`src/pkg/pifb_pkg.sv`:
```
// constants, types and register map of the peripheral interrupt flag/enable bank
// Operation
// ext_irq_ctrl_three bits 7 and 6 hold ext_b and ext_a priority, 1 high.
// ext_irq_ctrl_three bits 4 and 3 enable ext_b and ext_a interrupts.
// bits 1 and 0 flag ext_b and ext_a events, held until software clears.
// ext_irq_ctrl_three bits 5 and 2 ignore writes and read zero.
// every flag sets on its event regardless of any enable.
// software clears a flag before enabling and after servicing its interrupt.
// without priority feature, peripheral requests also need peripheral_global_enable.
// flags_one holds parallel, conversion, rx, tx, sync, capcomp1, timer2, timer1.
// on 28-pin parts the parallel port flag and enable read zero.
// serial_rx_flag is read-only, high while the receive buffer holds data.
// serial_tx_flag is read-only, high while the transmit buffer is empty.
// capcomp flags set on capture in capture mode, match in compare mode.
// flags_two holds osc fail, comparator, two zero bits, collision, voltage, timer3, capcomp2.
// osc_fail_flag sets on oscillator failure and holds until cleared.
// voltage_detect_flag sets on low voltage and holds after recovery.
// comparator_flag sets on comparator input change and holds until cleared.
// sync_serial_flag sets on transfer completion and software clears it.
// bus_collision_flag sets on collision and holds until cleared.
// enables_one places one enable at each flags_one bit position.
// enables_two mirrors flags_two positions; bits 5 and 4 read zero.
// flag, enable and matching global enable together request the chosen priority.
// with priority feature off, all priority bits ignored; everything goes high.
// event pulses captured on the clock; a set beats a same-cycle clear.
// separate high and low request outputs, AND of flag and enable, routed by priority.
package pifb_pkg;

	localparam int ADDR_W = 8;
	localparam logic [ADDR_W-1:0] OFF_EXT_CTRL = 8'h00;
	localparam logic [ADDR_W-1:0] OFF_FLAGS_ONE = 8'h04;
	localparam logic [ADDR_W-1:0] OFF_FLAGS_TWO = 8'h08;
	localparam logic [ADDR_W-1:0] OFF_ENABLES_ONE = 8'h0c;
	localparam logic [ADDR_W-1:0] OFF_ENABLES_TWO = 8'h10;
	localparam logic [ADDR_W-1:0] OFF_GLOBAL_CTRL = 8'h14;
	localparam logic [ADDR_W-1:0] OFF_PERIPH_PRIO = 8'h18;
	localparam logic [ADDR_W-1:0] OFF_REQ_STATUS = 8'h1c;

	// ext_irq_ctrl_three fields
	localparam int EXT_B_PRIO_BIT = 7;
	localparam int EXT_A_PRIO_BIT = 6;
	localparam int EXT_B_EN_BIT = 4;
	localparam int EXT_A_EN_BIT = 3;
	localparam int EXT_B_FLAG_BIT = 1;
	localparam int EXT_A_FLAG_BIT = 0;
	localparam logic [7:0] EXT_CTRL_RESET = 8'h00c0;

	// flags_one / enables_one positions
	localparam int PARALLEL_BIT = 7;
	localparam int SERIAL_RX_BIT = 5;
	localparam int SERIAL_TX_BIT = 4;
	// implemented bits of the second flag and enable registers
	localparam logic [7:0] TWO_IMPL_MASK = 8'h00cf;
	localparam logic [7:0] ZERO_BYTE = 8'h0000;

	// global control fields
	localparam int GLOBAL_EN_BIT = 0;
	localparam int PERIPH_EN_BIT = 1;
	localparam int PRIO_FEAT_BIT = 2;
	localparam logic [2:0] GLOBAL_CTRL_RESET = 3'h0;
	localparam logic [15:0] PERIPH_PRIO_RESET = 16'hcfff;

	typedef enum logic [1:0] {
		PIFB_CCP_OFF = 2'b00,
		PIFB_CCP_CAPTURE = 2'b01,
		PIFB_CCP_COMPARE = 2'b10,
		PIFB_CCP_PWM = 2'b11
	} pifb_ccp_mode_e;

	// one-cycle event pulses and levels from peripherals, same clock domain
	typedef struct packed {
		logic ext_b;
		logic ext_a;
		logic parallel_port;
		logic conversion_done;
		logic rx_buffer_full;
		logic tx_buffer_empty;
		logic sync_serial_done;
		logic capcomp_one_capture;
		logic capcomp_one_match;
		logic timer_two_match;
		logic timer_one_overflow;
		logic osc_fail;
		logic comparator_change;
		logic bus_collision;
		logic low_voltage;
		logic timer_three_overflow;
		logic capcomp_two_capture;
		logic capcomp_two_match;
	} pifb_events_s;

	typedef struct packed {
		logic high;
		logic low;
	} pifb_req_s;

endpackage : pifb_pkg

```
`src/hw/pifb_bank.sv`:
```
// peripheral interrupt flag, enable and priority bank with APB register access
module pifb_bank
	import pifb_pkg::*;
#(
	parameter bit PIN28 = 1'b0
) (
	input wire logic pclk,
	input wire logic presetn,
	input wire logic psel,
	input wire logic penable,
	input wire logic pwrite,
	input wire logic [ADDR_W-1:0] paddr,
	input wire logic [31:0] pwdata,
	input wire logic [3:0] pstrb,
	output logic [31:0] prdata,
	output logic pready,
	output logic pslverr,
	input wire pifb_events_s events,
	input wire pifb_ccp_mode_e capcomp_one_mode,
	input wire pifb_ccp_mode_e capcomp_two_mode,
	output pifb_req_s irq_req
);

	logic [7:0] ext_irq_ctrl_three;
	logic [7:0] periph_irq_flags_one;
	logic [7:0] periph_irq_flags_two;
	logic [7:0] periph_irq_enables_one;
	logic [7:0] periph_irq_enables_two;
	logic [2:0] global_ctrl;
	logic [15:0] periph_priority;

	logic setup;
	logic wr;
	logic lane0;
	logic [7:0] wbyte;
	logic [7:0] one_set;
	logic [7:0] two_set;
	logic [7:0] one_writable;
	logic [7:0] one_impl;
	logic [15:0] periph_active;
	logic ext_a_active;
	logic ext_b_active;
	logic next_high;
	logic next_low;

	function automatic logic addr_known(input logic [ADDR_W-1:0] a);
		case (a)
			OFF_EXT_CTRL, OFF_FLAGS_ONE, OFF_FLAGS_TWO, OFF_ENABLES_ONE,
			OFF_ENABLES_TWO, OFF_GLOBAL_CTRL, OFF_PERIPH_PRIO, OFF_REQ_STATUS: addr_known = 1'b1;
			default: addr_known = 1'b0;
		endcase
	endfunction

	function automatic logic hit(input logic [ADDR_W-1:0] a, input logic [ADDR_W-1:0] off);
		hit = (a == off);
	endfunction

	// zero-wait slave: read data is latched in the setup cycle
	assign setup = psel & ~penable;
	assign wr = psel & penable & pwrite & addr_known(paddr);
	assign lane0 = pstrb[0];
	assign wbyte = pwdata[7:0];
	assign pready = 1'b1;
	assign pslverr = psel & penable & ~addr_known(paddr);

	assign one_impl = PIN28 ? 8'h007f : 8'h00ff;
	// receive and transmit flags follow their buffers and are not writable
	assign one_writable = one_impl & ~(8'h0001 << SERIAL_RX_BIT) & ~(8'h0001 << SERIAL_TX_BIT);

	// hardware set terms, independent of any enable
	always_comb begin
		one_set = ZERO_BYTE;
		one_set[PARALLEL_BIT] = events.parallel_port;
		one_set[6] = events.conversion_done;
		one_set[3] = events.sync_serial_done;
		one_set[2] = (events.capcomp_one_capture & (capcomp_one_mode == PIFB_CCP_CAPTURE))
			| (events.capcomp_one_match & (capcomp_one_mode == PIFB_CCP_COMPARE));
		one_set[1] = events.timer_two_match;
		one_set[0] = events.timer_one_overflow;
		two_set = ZERO_BYTE;
		two_set[7] = events.osc_fail;
		two_set[6] = events.comparator_change;
		two_set[3] = events.bus_collision;
		two_set[2] = events.low_voltage;
		two_set[1] = events.timer_three_overflow;
		two_set[0] = (events.capcomp_two_capture & (capcomp_two_mode == PIFB_CCP_CAPTURE))
			| (events.capcomp_two_match & (capcomp_two_mode == PIFB_CCP_COMPARE));
	end

	// ext_irq_ctrl_three: priorities, enables and sticky flags
	always_ff @(posedge pclk or negedge presetn) begin
		if (!presetn) begin
			ext_irq_ctrl_three <= EXT_CTRL_RESET;
		end else begin
			if (wr && lane0 && hit(paddr, OFF_EXT_CTRL)) begin
				ext_irq_ctrl_three[EXT_B_PRIO_BIT] <= wbyte[EXT_B_PRIO_BIT];
				ext_irq_ctrl_three[EXT_A_PRIO_BIT] <= wbyte[EXT_A_PRIO_BIT];
				ext_irq_ctrl_three[EXT_B_EN_BIT] <= wbyte[EXT_B_EN_BIT];
				ext_irq_ctrl_three[EXT_A_EN_BIT] <= wbyte[EXT_A_EN_BIT];
				ext_irq_ctrl_three[EXT_B_FLAG_BIT] <= wbyte[EXT_B_FLAG_BIT] | events.ext_b;
				ext_irq_ctrl_three[EXT_A_FLAG_BIT] <= wbyte[EXT_A_FLAG_BIT] | events.ext_a;
			end else begin
				if (events.ext_b) begin
					ext_irq_ctrl_three[EXT_B_FLAG_BIT] <= 1'b1;
				end
				if (events.ext_a) begin
					ext_irq_ctrl_three[EXT_A_FLAG_BIT] <= 1'b1;
				end
			end
			ext_irq_ctrl_three[5] <= 1'b0;
			ext_irq_ctrl_three[2] <= 1'b0;
		end
	end

	// sticky peripheral flags except the rx and tx buffer levels, set wins over a same-cycle write
	genvar gi;
	generate
		for (gi = 0; gi < 8; gi++) begin : g_flag
			always_ff @(posedge pclk or negedge presetn) begin
				if (!presetn) begin
					periph_irq_flags_one[gi] <= 1'b0;
					periph_irq_flags_two[gi] <= 1'b0;
				end else begin
					if (gi == SERIAL_RX_BIT) begin
						periph_irq_flags_one[gi] <= events.rx_buffer_full;
					end else if (gi == SERIAL_TX_BIT) begin
						periph_irq_flags_one[gi] <= events.tx_buffer_empty;
					end else if (!one_impl[gi]) begin
						periph_irq_flags_one[gi] <= 1'b0;
					end else if (one_set[gi]) begin
						periph_irq_flags_one[gi] <= 1'b1;
					end else if (wr && lane0 && hit(paddr, OFF_FLAGS_ONE) && one_writable[gi]) begin
						periph_irq_flags_one[gi] <= wbyte[gi];
					end
					if (!TWO_IMPL_MASK[gi]) begin
						periph_irq_flags_two[gi] <= 1'b0;
					end else if (two_set[gi]) begin
						periph_irq_flags_two[gi] <= 1'b1;
					end else if (wr && lane0 && hit(paddr, OFF_FLAGS_TWO)) begin
						periph_irq_flags_two[gi] <= wbyte[gi];
					end
				end
			end
		end
	endgenerate

	// enables, one per flag position
	always_ff @(posedge pclk or negedge presetn) begin
		if (!presetn) begin
			periph_irq_enables_one <= ZERO_BYTE;
			periph_irq_enables_two <= ZERO_BYTE;
		end else begin
			if (wr && lane0 && hit(paddr, OFF_ENABLES_ONE)) begin
				periph_irq_enables_one <= wbyte & one_impl;
			end
			if (wr && lane0 && hit(paddr, OFF_ENABLES_TWO)) begin
				periph_irq_enables_two <= wbyte & TWO_IMPL_MASK;
			end
		end
	end

	// global enables, priority feature and peripheral priorities
	always_ff @(posedge pclk or negedge presetn) begin
		if (!presetn) begin
			global_ctrl <= GLOBAL_CTRL_RESET;
			periph_priority <= PERIPH_PRIO_RESET;
		end else begin
			if (wr && lane0 && hit(paddr, OFF_GLOBAL_CTRL)) begin
				global_ctrl <= wbyte[2:0];
			end
			if (wr && hit(paddr, OFF_PERIPH_PRIO)) begin
				if (pstrb[0]) begin
					periph_priority[7:0] <= wbyte & one_impl;
				end
				if (pstrb[1]) begin
					periph_priority[15:8] <= pwdata[15:8] & TWO_IMPL_MASK;
				end
			end
		end
	end

	// request routing
	assign periph_active = {periph_irq_flags_two & periph_irq_enables_two,
		periph_irq_flags_one & periph_irq_enables_one};
	assign ext_a_active = ext_irq_ctrl_three[EXT_A_FLAG_BIT] & ext_irq_ctrl_three[EXT_A_EN_BIT];
	assign ext_b_active = ext_irq_ctrl_three[EXT_B_FLAG_BIT] & ext_irq_ctrl_three[EXT_B_EN_BIT];

	always_comb begin
		if (global_ctrl[PRIO_FEAT_BIT]) begin
			// global bit gates high, both bits gate low
			next_high = global_ctrl[GLOBAL_EN_BIT]
				& ((|(periph_active & periph_priority))
				| (ext_a_active & ext_irq_ctrl_three[EXT_A_PRIO_BIT])
				| (ext_b_active & ext_irq_ctrl_three[EXT_B_PRIO_BIT]));
			next_low = global_ctrl[GLOBAL_EN_BIT] & global_ctrl[PERIPH_EN_BIT]
				& ((|(periph_active & ~periph_priority))
				| (ext_a_active & ~ext_irq_ctrl_three[EXT_A_PRIO_BIT])
				| (ext_b_active & ~ext_irq_ctrl_three[EXT_B_PRIO_BIT]));
		end else begin
			// compatibility: priorities ignored, all on the high request
			next_high = global_ctrl[GLOBAL_EN_BIT]
				& ((global_ctrl[PERIPH_EN_BIT] & (|periph_active))
				| ext_a_active | ext_b_active);
			next_low = 1'b0;
		end
	end

	always_ff @(posedge pclk or negedge presetn) begin
		if (!presetn) begin
			irq_req <= '0;
		end else begin
			irq_req.high <= next_high;
			irq_req.low <= next_low;
		end
	end

	// read data, captured in the setup cycle
	always_ff @(posedge pclk or negedge presetn) begin
		if (!presetn) begin
			prdata <= '0;
		end else if (setup && !pwrite) begin
			case (paddr)
				OFF_EXT_CTRL: prdata <= {24'h0000_00, ext_irq_ctrl_three};
				OFF_FLAGS_ONE: prdata <= {24'h0000_00, periph_irq_flags_one};
				OFF_FLAGS_TWO: prdata <= {24'h0000_00, periph_irq_flags_two};
				OFF_ENABLES_ONE: prdata <= {24'h0000_00, periph_irq_enables_one};
				OFF_ENABLES_TWO: prdata <= {24'h0000_00, periph_irq_enables_two};
				OFF_GLOBAL_CTRL: prdata <= {29'h0000_0000, global_ctrl};
				OFF_PERIPH_PRIO: prdata <= {16'h0000, periph_priority};
				OFF_REQ_STATUS: prdata <= {30'h0000_0000, irq_req.high, irq_req.low};
				default: prdata <= '0;
			endcase
		end
	end

endmodule // pifb_bank

```
`config.mk`:
```
export PLATFORM = sky130hd
export DESIGN_NAME = pifb_bank
export DESIGN_NICKNAME = d
export VERILOG_FILES = /design/src/pkg/pifb_pkg.sv /design/src/hw/pifb_bank.sv
export SDC_FILE = /design/constraint.sdc
export NUM_CORES = 1
export LEC_CHECK = 0
export BUFFER_PORTS_ARGS = -buffer_cell sky130_fd_sc_hd__buf_2
export CAP_MARGIN = 20
export CORE_MARGIN = 4
export CORE_UTILIZATION = 52
export DETAILED_ROUTE_END_ITERATION = 16
export PLACE_DENSITY = 0.8
export SYNTH_ARGS = -nofsm -noshare
export SYNTH_HDL_FRONTEND = slang
export SYNTH_SLANG_ARGS = --single-unit
```
`constraint.sdc`:
```
create_clock -name pclk -period 2.3 [get_ports pclk]
set_clock_uncertainty 0.1 [all_clocks]
set_input_delay 0.69 -clock pclk [delete_from_list [all_inputs] [get_ports pclk]]
set_output_delay 0.69 -clock pclk [all_outputs]
set_load 0.005 [all_outputs]
```
# Word-level counts from Yosys, hierarchy flattened
# Memory sizes are Yosys's and may differ from the RTL's.
# Index checks and enable logic that the tools add are counted.
# classes
reduce_logical	31
n_mux	32
n_eq_ne	11
bitwise_logic	39
# op_table
operator	count
one-hot mux 16 bit (8 select lines)	1
OR reduction 16 bit	3
AND 16 bit	2
equality test 8 x 5 -> 1 bit (second input constant)	4
two-way mux 1 bit	30
nonzero test 2 bit	14
AND 1 bit	20
AND 8 bit	2
equality test 8 x 4 -> 1 bit (second input constant)	2
inverter 16 bit	1
OR 1 bit	10
logical AND 1 bit	9
equality test 8 x 3 -> 1 bit (second input constant)	1
logical NOT 8 bit	1
equality test 2 x 1 -> 1 bit (second input constant)	2
equality test 2 bit (second input constant)	2
inverter 1 bit	4
AND reduction 2 bit	2
logical NOT 3 bit	1
two-way mux 2 bit	1
logical NOT 1 bit	1
# word_totals
reg_bits	85
n_memories	2
mem_bits_ro	64
output_inout_bits	36
word_cells	140
# mem_list
name	words	word_bits	rd	rd_ports_with_merged_regs	write_ports	line	source
(no name shown)	32	1	1	0	0	pifb_bank.sv:47	case (a)
(no name shown)	32	1	1	0	0	pifb_bank.sv:47	

# Depth between registers and ports, before layout
# Gate-level depths: netlist of run 1.
# logic_depth
depth_word	7
mapped_depth	7
mapped_depth_nobuf	4

# Least setup slack after synthesis of run 1
# OpenSTA, ideal clock, no wires.
# synth_timing
kind	input to register
from	in paddr[2]
to	reg periph_priority[0]
path_buffers	2
arrival_ns	2.158
t_required_ns	2.118
setup_time_ns	0.082
path_slack_ns	-0.041
path_stages	6
path_cell_list	buf_4 > nor4b_4 > nand3_2 > or3_1 > buf_6 > mux2_4
# synth_via
elab_chain_cells	5
elab_cells_between_ends	6
# synth_rtl
element	line	source
start, declared	pifb_bank.sv:12	input wire logic [ADDR_W-1:0] paddr,
memory read (32 x 1 bit)	n/a	
two-way mux 1 bit	pifb_bank.sv:47	
AND 1 bit	pifb_bank.sv:60	assign wr = psel & penable & pwrite & addr_known(paddr);
logical AND 1 bit *	pifb_bank.sv:171	if (wr && hit(paddr, OFF_PERIPH_PRIO)) begin
AND reduction 2 bit (no source line) *	n/a	
end signal, assigned	pifb_bank.sv:173	periph_priority[7:0] <= wbyte & one_impl;
end, declared	pifb_bank.sv:30	logic [15:0] periph_priority;
# Mark *: on every way between the ends. The rest lies on a longest branch, timed or not.
# A chain may end at the register's enable or synchronous reset.

# Worst setup path after layout of run 1
# layout_timing
from	in paddr[1]
to	out pslverr
# layout_via
elab_chain_cells	4
# layout_rtl
element	line	source
memory read (32 x 1 bit)	n/a	
two-way mux 1 bit	pifb_bank.sv:47	
inverter 1 bit	pifb_bank.sv:64	assign pslverr = psel & penable & ~addr_known(paddr);
AND 1 bit	pifb_bank.sv:64	
end, declared	pifb_bank.sv:17	output logic pslverr,
# No other way between the ends.

==> metrics.cfg, run 1 <==
[sta]
rsz0062_at_grt = false
slew_viol_final = 0
fin_crit_sh_pct = 97.1
max_freq_mhz = 448
timing_hold_violations_final = 0
setup_viol = 0
min_period_ns = 2.23

[synthesis]
synthTopCellsByArea = dfrtp_1, dfstp_2, mux2_2, buf_4, nand2_1
yosys_most_used_dff = dfrtp_1
syn-cell-area_um2 = 3660
synth_cell_types = 49
synth.top_cell.area_share_pct = 34.9
ys_seq_elements = 67
synth_top_cell_by_area = dfrtp_1
synth-seq-area-share_pct = 46.4
async_flop_share_pct = 100
synthCells = 340
synth_edf_count = 0
yosys_warnings = 0
avgSynthCellArea_um2 = 10.8

[cts]
clock-root-buffer = clkbuf_8
holdBufCountCts = 0
clock-sinks = 67
clk_latency_ns = 0.35
htree_levels = 3
path_clk_slew_ns = 0.07
cts_inserted_buffers = 9
clk_path_buf_depth = 2
tritoncts = built

[placed_design]
place_hpwl_um = 8120
placed_cells = 517
portBuffers = 67
gp_congestion = 0.928
dpl-instance-area_um2 = 4210

[grt]
grt_usage_pct = 26.0
antenna_found_initial = 0
grt-ovfl-total = 0
grt_pass1_vias = 3161
grt_max_degree = 68
grt_pass1_wl_um = 16800

[layout]
syn2layout_area_growth_pct = 20.4
multi_input_area_um2 = 1830
fillers = 588
nets = 503
fin_cells = 533
diodes = 0
seqCellArea_um2 = 1700
layout-drive-gt1-share_pct = 38.4
stdcell_area_um2 = 4410

[pwr]
vdd_drop_max_mv = 0.357
total_power_uw = 2320
power_density_nw_per_um2 = 526
p_leak_uw = 0.00201

[die]
die_h_um = 91.9
die_w_um = 91.9
rows = 30
dieArea_um2 = 8440
initial_core_util_pct = 53.6
coreArea_um2 = 6830
io_pins = 107

[critical_path]
path_cells = buf_2, buf_4, nor2_4, nand2_2, and3_1, buf_2
crit_path_max_fanout = 4
path_buf_inv = 3
crit_type = in2out
critPathMaxStageDelay_ns = 0.18
cp_slowest_cell = and3_1
required_ns = 1.51
worst_path_most_repeated_cell = buf_2
end_kind = output pin
worstPathArrival_ns = 1.44
cp_top_family = buffers and inverters
cp-start-kind = primary input

[route]
drt_iter0_drc = 225
antenna_left = 0
viasPerCell = 5.86
vias = 3122
routed_wl_um = 10400
drc_errors = 0
dr.pass1.iters = 5
routedWlPerCell_um = 19.6

[run_status]
status = finished, final reports clean

[min_path]
hp-class = in2async

[flow_run]
max-cap-violations = 0

[metal layers]
layer | up-vias | global-route usage [%] | part of all wire, %
met1 | 1529 | 35.6 | 44
met5 | - | 0 | 0
met2 | 135 | 41.2 | 47
met4 | 0 | 10.6 | 2.3
met3 | 19 | 4.02 | 7.3
li1 | 1439 | - | -
[worst register-to-register path: stages (launching register included)]
cell and delay (ns):
dfrtp_1 0.45, nand3_1 0.13, nand4_1 0.12, nor4_1 0.45, a32oi_1 0.17
[path summary, 6_finish.rpt]
path / start / end / slack, ns / depth (start not counted)
setup reg to reg: periph_irq_enables_one[5]$_DFFE_PN0P_ / irq_req[1]$_DFF_PN0_ / 0.74 / 4
setup / recovery: paddr[1] / pslverr / 0.07 / 6
min in group pclk: events[13] / periph_irq_flags_one[5]$_DFF_PN0_ / 0.34 / 1
hold / removal: presetn / prdata[2]$_DFFE_PN0P_ / 0.25 / 2
max in group asynchronous: presetn / periph_priority[1]$_DFFE_PN1P_ / 1.51 / 2
hold reg to reg: prdata[7]$_DFFE_PN0P_ / prdata[7]$_DFFE_PN0P_ / 0.39 / 1
[power breakdown]
| part | total [uW] | switching (uW) | internal (uW) |
|---|---|---|---|
| clock | 889 | 439 | 450 |
| sequential | 1200 | 9.44 | 1190 |
| combinational | 226 | 131 | 95.3 |
[what timing repair did]
item	in CTS	in global routing
setup endpoints to repair	1	1
gates resized for setup	2	3
hold endpoints to repair	0	0
buffers inserted	0	0
[Yosys cell counts (6+ instances only)]
cell	n
mux2_4	8
nand2_1	36
nand3_1	21
nand4_1	7
a21oi_1	10
mux2_2	22
a211o_1	6
dfrtp_1	51
mux2_1	8
a31oi_1	15
buf_4	21
nand3b_1	10
mux2i_1	7
o21ai_0	19
a22o_1	12
nor2_1	8
dfstp_2	16
[metrics by stage]
step | hold WS (ns) | worst slack [ns] | TNS [ns] | util [%]
floorplan | 0.294 | 0.00186 | 0 | -
global placement | 0.369 | -0.181 | -3.91 | 61.6
CTS | 0.268 | 0.0151 | 0 | 64.3
detailed placement | 0.376 | -0.185 | -4.78 | 61.6
global route | 0.280 | 0.0247 | 0 | 64.5
finish | 0.247 | 0.0656 | 0 | 64.5
[cell usage in the layout, fill, tap and decap left out, drive strengths merged, types with 3 or more instances in the layout]
master	Yosys	final
and3	5	5
buf	30	98
o22ai	4	4
a211o	6	6
mux2i	7	7
nand4	7	7
nor4	3	3
dfrtp	51	51
nand2	36	36
a22o	12	12
nor2	8	8
a21oi	10	10
nand3	22	22
conb	2	19
dfstp	16	16
a22oi	5	5
nor3	5	5
a31oi	15	15
o21ai	19	19
mux2	38	38
clkbuf	4	14
nand3b	10	10
[state kept, by name, indices dropped and copies added, names as in the netlist]
name                    count
global_ctrl                 3
periph_irq_enables_two      6
periph_irq_flags_one        8
periph_irq_flags_two        6
periph_irq_enables_one      8
irq_req                     2
periph_priority            14
ext_irq_ctrl_three          6
prdata                     14
[logic make-up (layout without fill, tap and decap cells)]
group	count (synthesis)	in the layout	synth area share, %
AO/OA/AOI/OAI	83	83	15.5
buffers and inverters	35	115	6.12
flip-flops	67	67	46.4
multiplexers	47	47	15.7
other	2	19	0.205
AND/OR/NAND/NOR	106	106	16.2
[final cells by class]
type                            count  share of cell area, %
Clock buffer                       14                   3.69
Clock inverter                      2                  0.284
Inverter                            1                 0.0852
Multi-Input combinational cell    255                   41.5
Sequential cell                    67                   38.5
Tap cell                           96                   2.73
Timing Repair Buffer               98                   13.2
No activity file was read; power rests on OpenSTA's default activity.
==> run 2, diff against run 1 <==
--- a/config.mk
+++ b/config.mk
@@ -6,11 +6,10 @@
 export NUM_CORES = 1
 export LEC_CHECK = 0
 export BUFFER_PORTS_ARGS = -buffer_cell sky130_fd_sc_hd__buf_2
-export CAP_MARGIN = 20
 export CORE_MARGIN = 4
 export CORE_UTILIZATION = 52
 export DETAILED_ROUTE_END_ITERATION = 16
-export PLACE_DENSITY = 0.8
+export PLACE_DENSITY = 0.83
 export SYNTH_ARGS = -nofsm -noshare
 export SYNTH_HDL_FRONTEND = slang
 export SYNTH_SLANG_ARGS = --single-unit
==> run 2 against run 1 <==
Via count shrank 1.3%. Combinational power shrank 2%. Worst hold slack gained 0.013 ns. Largest power group unchanged. Critical path depth is the same. Utilization is essentially flat. Register-to-register slack gained 0.03 ns. Sequential share of layout area is essentially flat. Highest routed layer unchanged. Setup slack gained 0.0020 ns. Critical endpoint unchanged.
==> metrics.cfg, run 2 (synthesis results as in run 1) <==
[run_status]
status = finished, final reports clean  ; unchanged

[die]
die_w_um = 91.9  ; unchanged
die_h_um = 91.9  ; unchanged
initial_core_util_pct = 53.6  ; unchanged
dieArea_um2 = 8440  ; unchanged
io_pins = 107  ; unchanged
coreArea_um2 = 6830  ; unchanged
rows = 30  ; unchanged

[route]
dr.pass1.iters = 5  ; unchanged
drc_errors = 0  ; unchanged
routed_wl_um = 10000  ; was 10400 um
antenna_left = 0  ; unchanged
drt_iter0_drc = 204  ; was 225
vias = 3080  ; was 3122
routedWlPerCell_um = 19.0  ; was 19.6 um
viasPerCell = 5.86  ; about the same

[cts]
cts_inserted_buffers = 9  ; unchanged
clock-root-buffer = clkbuf_8  ; unchanged
clock-sinks = 67  ; unchanged
holdBufCountCts = 0  ; unchanged
tritoncts = built  ; unchanged
path_clk_slew_ns = 0.07  ; about the same
htree_levels = 3  ; unchanged
clk_latency_ns = 0.34  ; was 0.35 ns
clk_path_buf_depth = 2  ; unchanged

[critical_path]
end_kind = output pin  ; unchanged
r2r-start = periph_irq_flags_one[2]$_DFFE_PN0P_  ; was periph_irq_enables_one[5]$_DFFE_PN0P_
cp-start-kind = primary input  ; unchanged
critPathLaunch = paddr[1]  ; unchanged
worstPathArrival_ns = 1.44  ; about the same
reg2reg_slack_ns = 0.77  ; was 0.74 ns
path_buf_inv = 3  ; unchanged
worst_path_most_repeated_cell = buf_2  ; unchanged
rr_worst_depth = 4  ; unchanged
cp_top_family = simple AND/OR/NAND/NOR gates  ; was buffers and inverters
path_cells = buf_2, buf_4, nor2_4, nand2_2, and3_1, buf_2  ; unchanged
critPathMaxStageDelay_ns = 0.18  ; about the same
required_ns = 1.51  ; about the same
crit_path_max_fanout = 4  ; unchanged
crit_type = in2out  ; unchanged
cp_slowest_cell = and3_1  ; unchanged
rr_endpoint = prdata[2]$_DFFE_PN0P_  ; was irq_req[1]$_DFF_PN0_

[layout]
post-route-util_pct = 64.5  ; about the same
layout-drive-gt1-share_pct = 38.1  ; was 38.4%
fillers = 572  ; was 588
mostFrequentLayoutCells = buf_2, dfrtp_1, nand2_1  ; unchanged
nets = 496  ; was 503
syn2layout_area_growth_pct = 20.4  ; about the same
diodes = 0  ; unchanged
layout_commonest_cell = buf_2  ; unchanged
top_regs = periph_priority (14), prdata (14)  ; unchanged

[sta]
tns_ns = 0  ; unchanged
slew_viol_final = 0  ; unchanged
rsz0062_at_grt = false  ; unchanged
min_period_ns = 2.23  ; about the same
timing_hold_violations_final = 0  ; unchanged
max_freq_mhz = 448  ; about the same
setup_viol = 0  ; unchanged
fin_crit_sh_pct = 97.1  ; about the same

[grt]
grt_pass1_wl_um = 16100  ; was 16800 um
grt_max_degree = 68  ; unchanged
grt_usage_pct = 24.7  ; was 26.0%
antenna_found_initial = 0  ; unchanged
grt_pass1_vias = 3118  ; was 3161
grt-ovfl-total = 0  ; unchanged

[pwr]
p_switching_uw = 592  ; was 579 uW
p_int_uw = 1850  ; was 1740 uW
power_density_nw_per_um2 = 553  ; was 526 nW/um^2
swShare_pct = 24.3  ; was 25.0%
clkPwrFrac_pct = 41.8  ; was 38.4%
p_leak_uw = 0.00200  ; was 0.00201 uW
power_frac_seq_pct = 49.2  ; was 51.8%
combPwrFrac_pct = 9.1  ; was 9.8%
vdd_drop_max_mv = 0.348  ; was 0.357 mV

[placed_design]
portBuffers = 67  ; unchanged
gp_congestion = 0.947  ; was 0.928
place_hpwl_um = 7680  ; was 8120 um

[flow_run]
max-cap-violations = 0  ; unchanged

[min_path]
hp-class = in2async  ; unchanged

[run 2: area by class of cell]
class,instances,area [um^2],share of cell area [%]
multi-input combinational,255,1820,41.4
sequential,67,1700,38.5
timing repair buffer,91,553,12.5
clock buffer,11,151,3.43
tap,96,120,2.72
clock inverter,5,60.1,1.36
inverter,1,3.75,0.0852
[run 2: power groups by stage]
stage	combinational, uW	clock (uW)	sequential [uW]
finish	221	1020	1200
global route	247	1100	1200
CTS	220	1030	1200
detailed placement	217	0	1220
global placement	210	0	1220
floorplan	118	0	1220
[run 2: how the worst max path moves through the flow]
stage                                                 end  cells after the start  slack (ns)
floorplan                  periph_priority[0]$_DFFE_PN1P_                      6       0.002
global placement    periph_irq_enables_one[7]$_DFFE_PN0P_                      6       -0.13
detailed placement  periph_irq_enables_one[2]$_DFFE_PN0P_                      6       -0.17
CTS                                               pslverr                      6        0.02
global route                                      pslverr                      5        0.01
finish                                            pslverr                      6        0.07
[run 2: what timing repair did]
| item | in CTS | in global routing |
|---|---|---|
| setup endpoints to repair | 1 | 1 |
| gates resized for setup | 2 | 2 |
| setup buffers | 0 | 0 |
| pin swaps | 0 | 0 |
[run 2: per-layer routing]
| layer | vias up | GRT usage (%) | part of all wire, % |
|---|---|---|---|
| li1 | 1424 | - | - |
| met1 | 1485 | 32.6 | 43 |
| met2 | 152 | 38.6 | 46 |
| met3 | 19 | 7.88 | 9.7 |
| met4 | 0 | 7.80 | 1.5 |
| met5 | - | 0 | 0 |
[run 2: stage by stage]
step                hold WS, ns  area (um^2)  power, uW  cells  worst slack (ns)
global route              0.286         4410       2550    526            0.0136
finish                    0.260         4410       2440    526            0.0676
detailed placement        0.372         4180       1440    510            -0.171
global placement          0.360         4180       1430    510            -0.133
CTS                       0.268         4400       2450    526            0.0186
floorplan                 0.294         3740       1340    357           0.00186
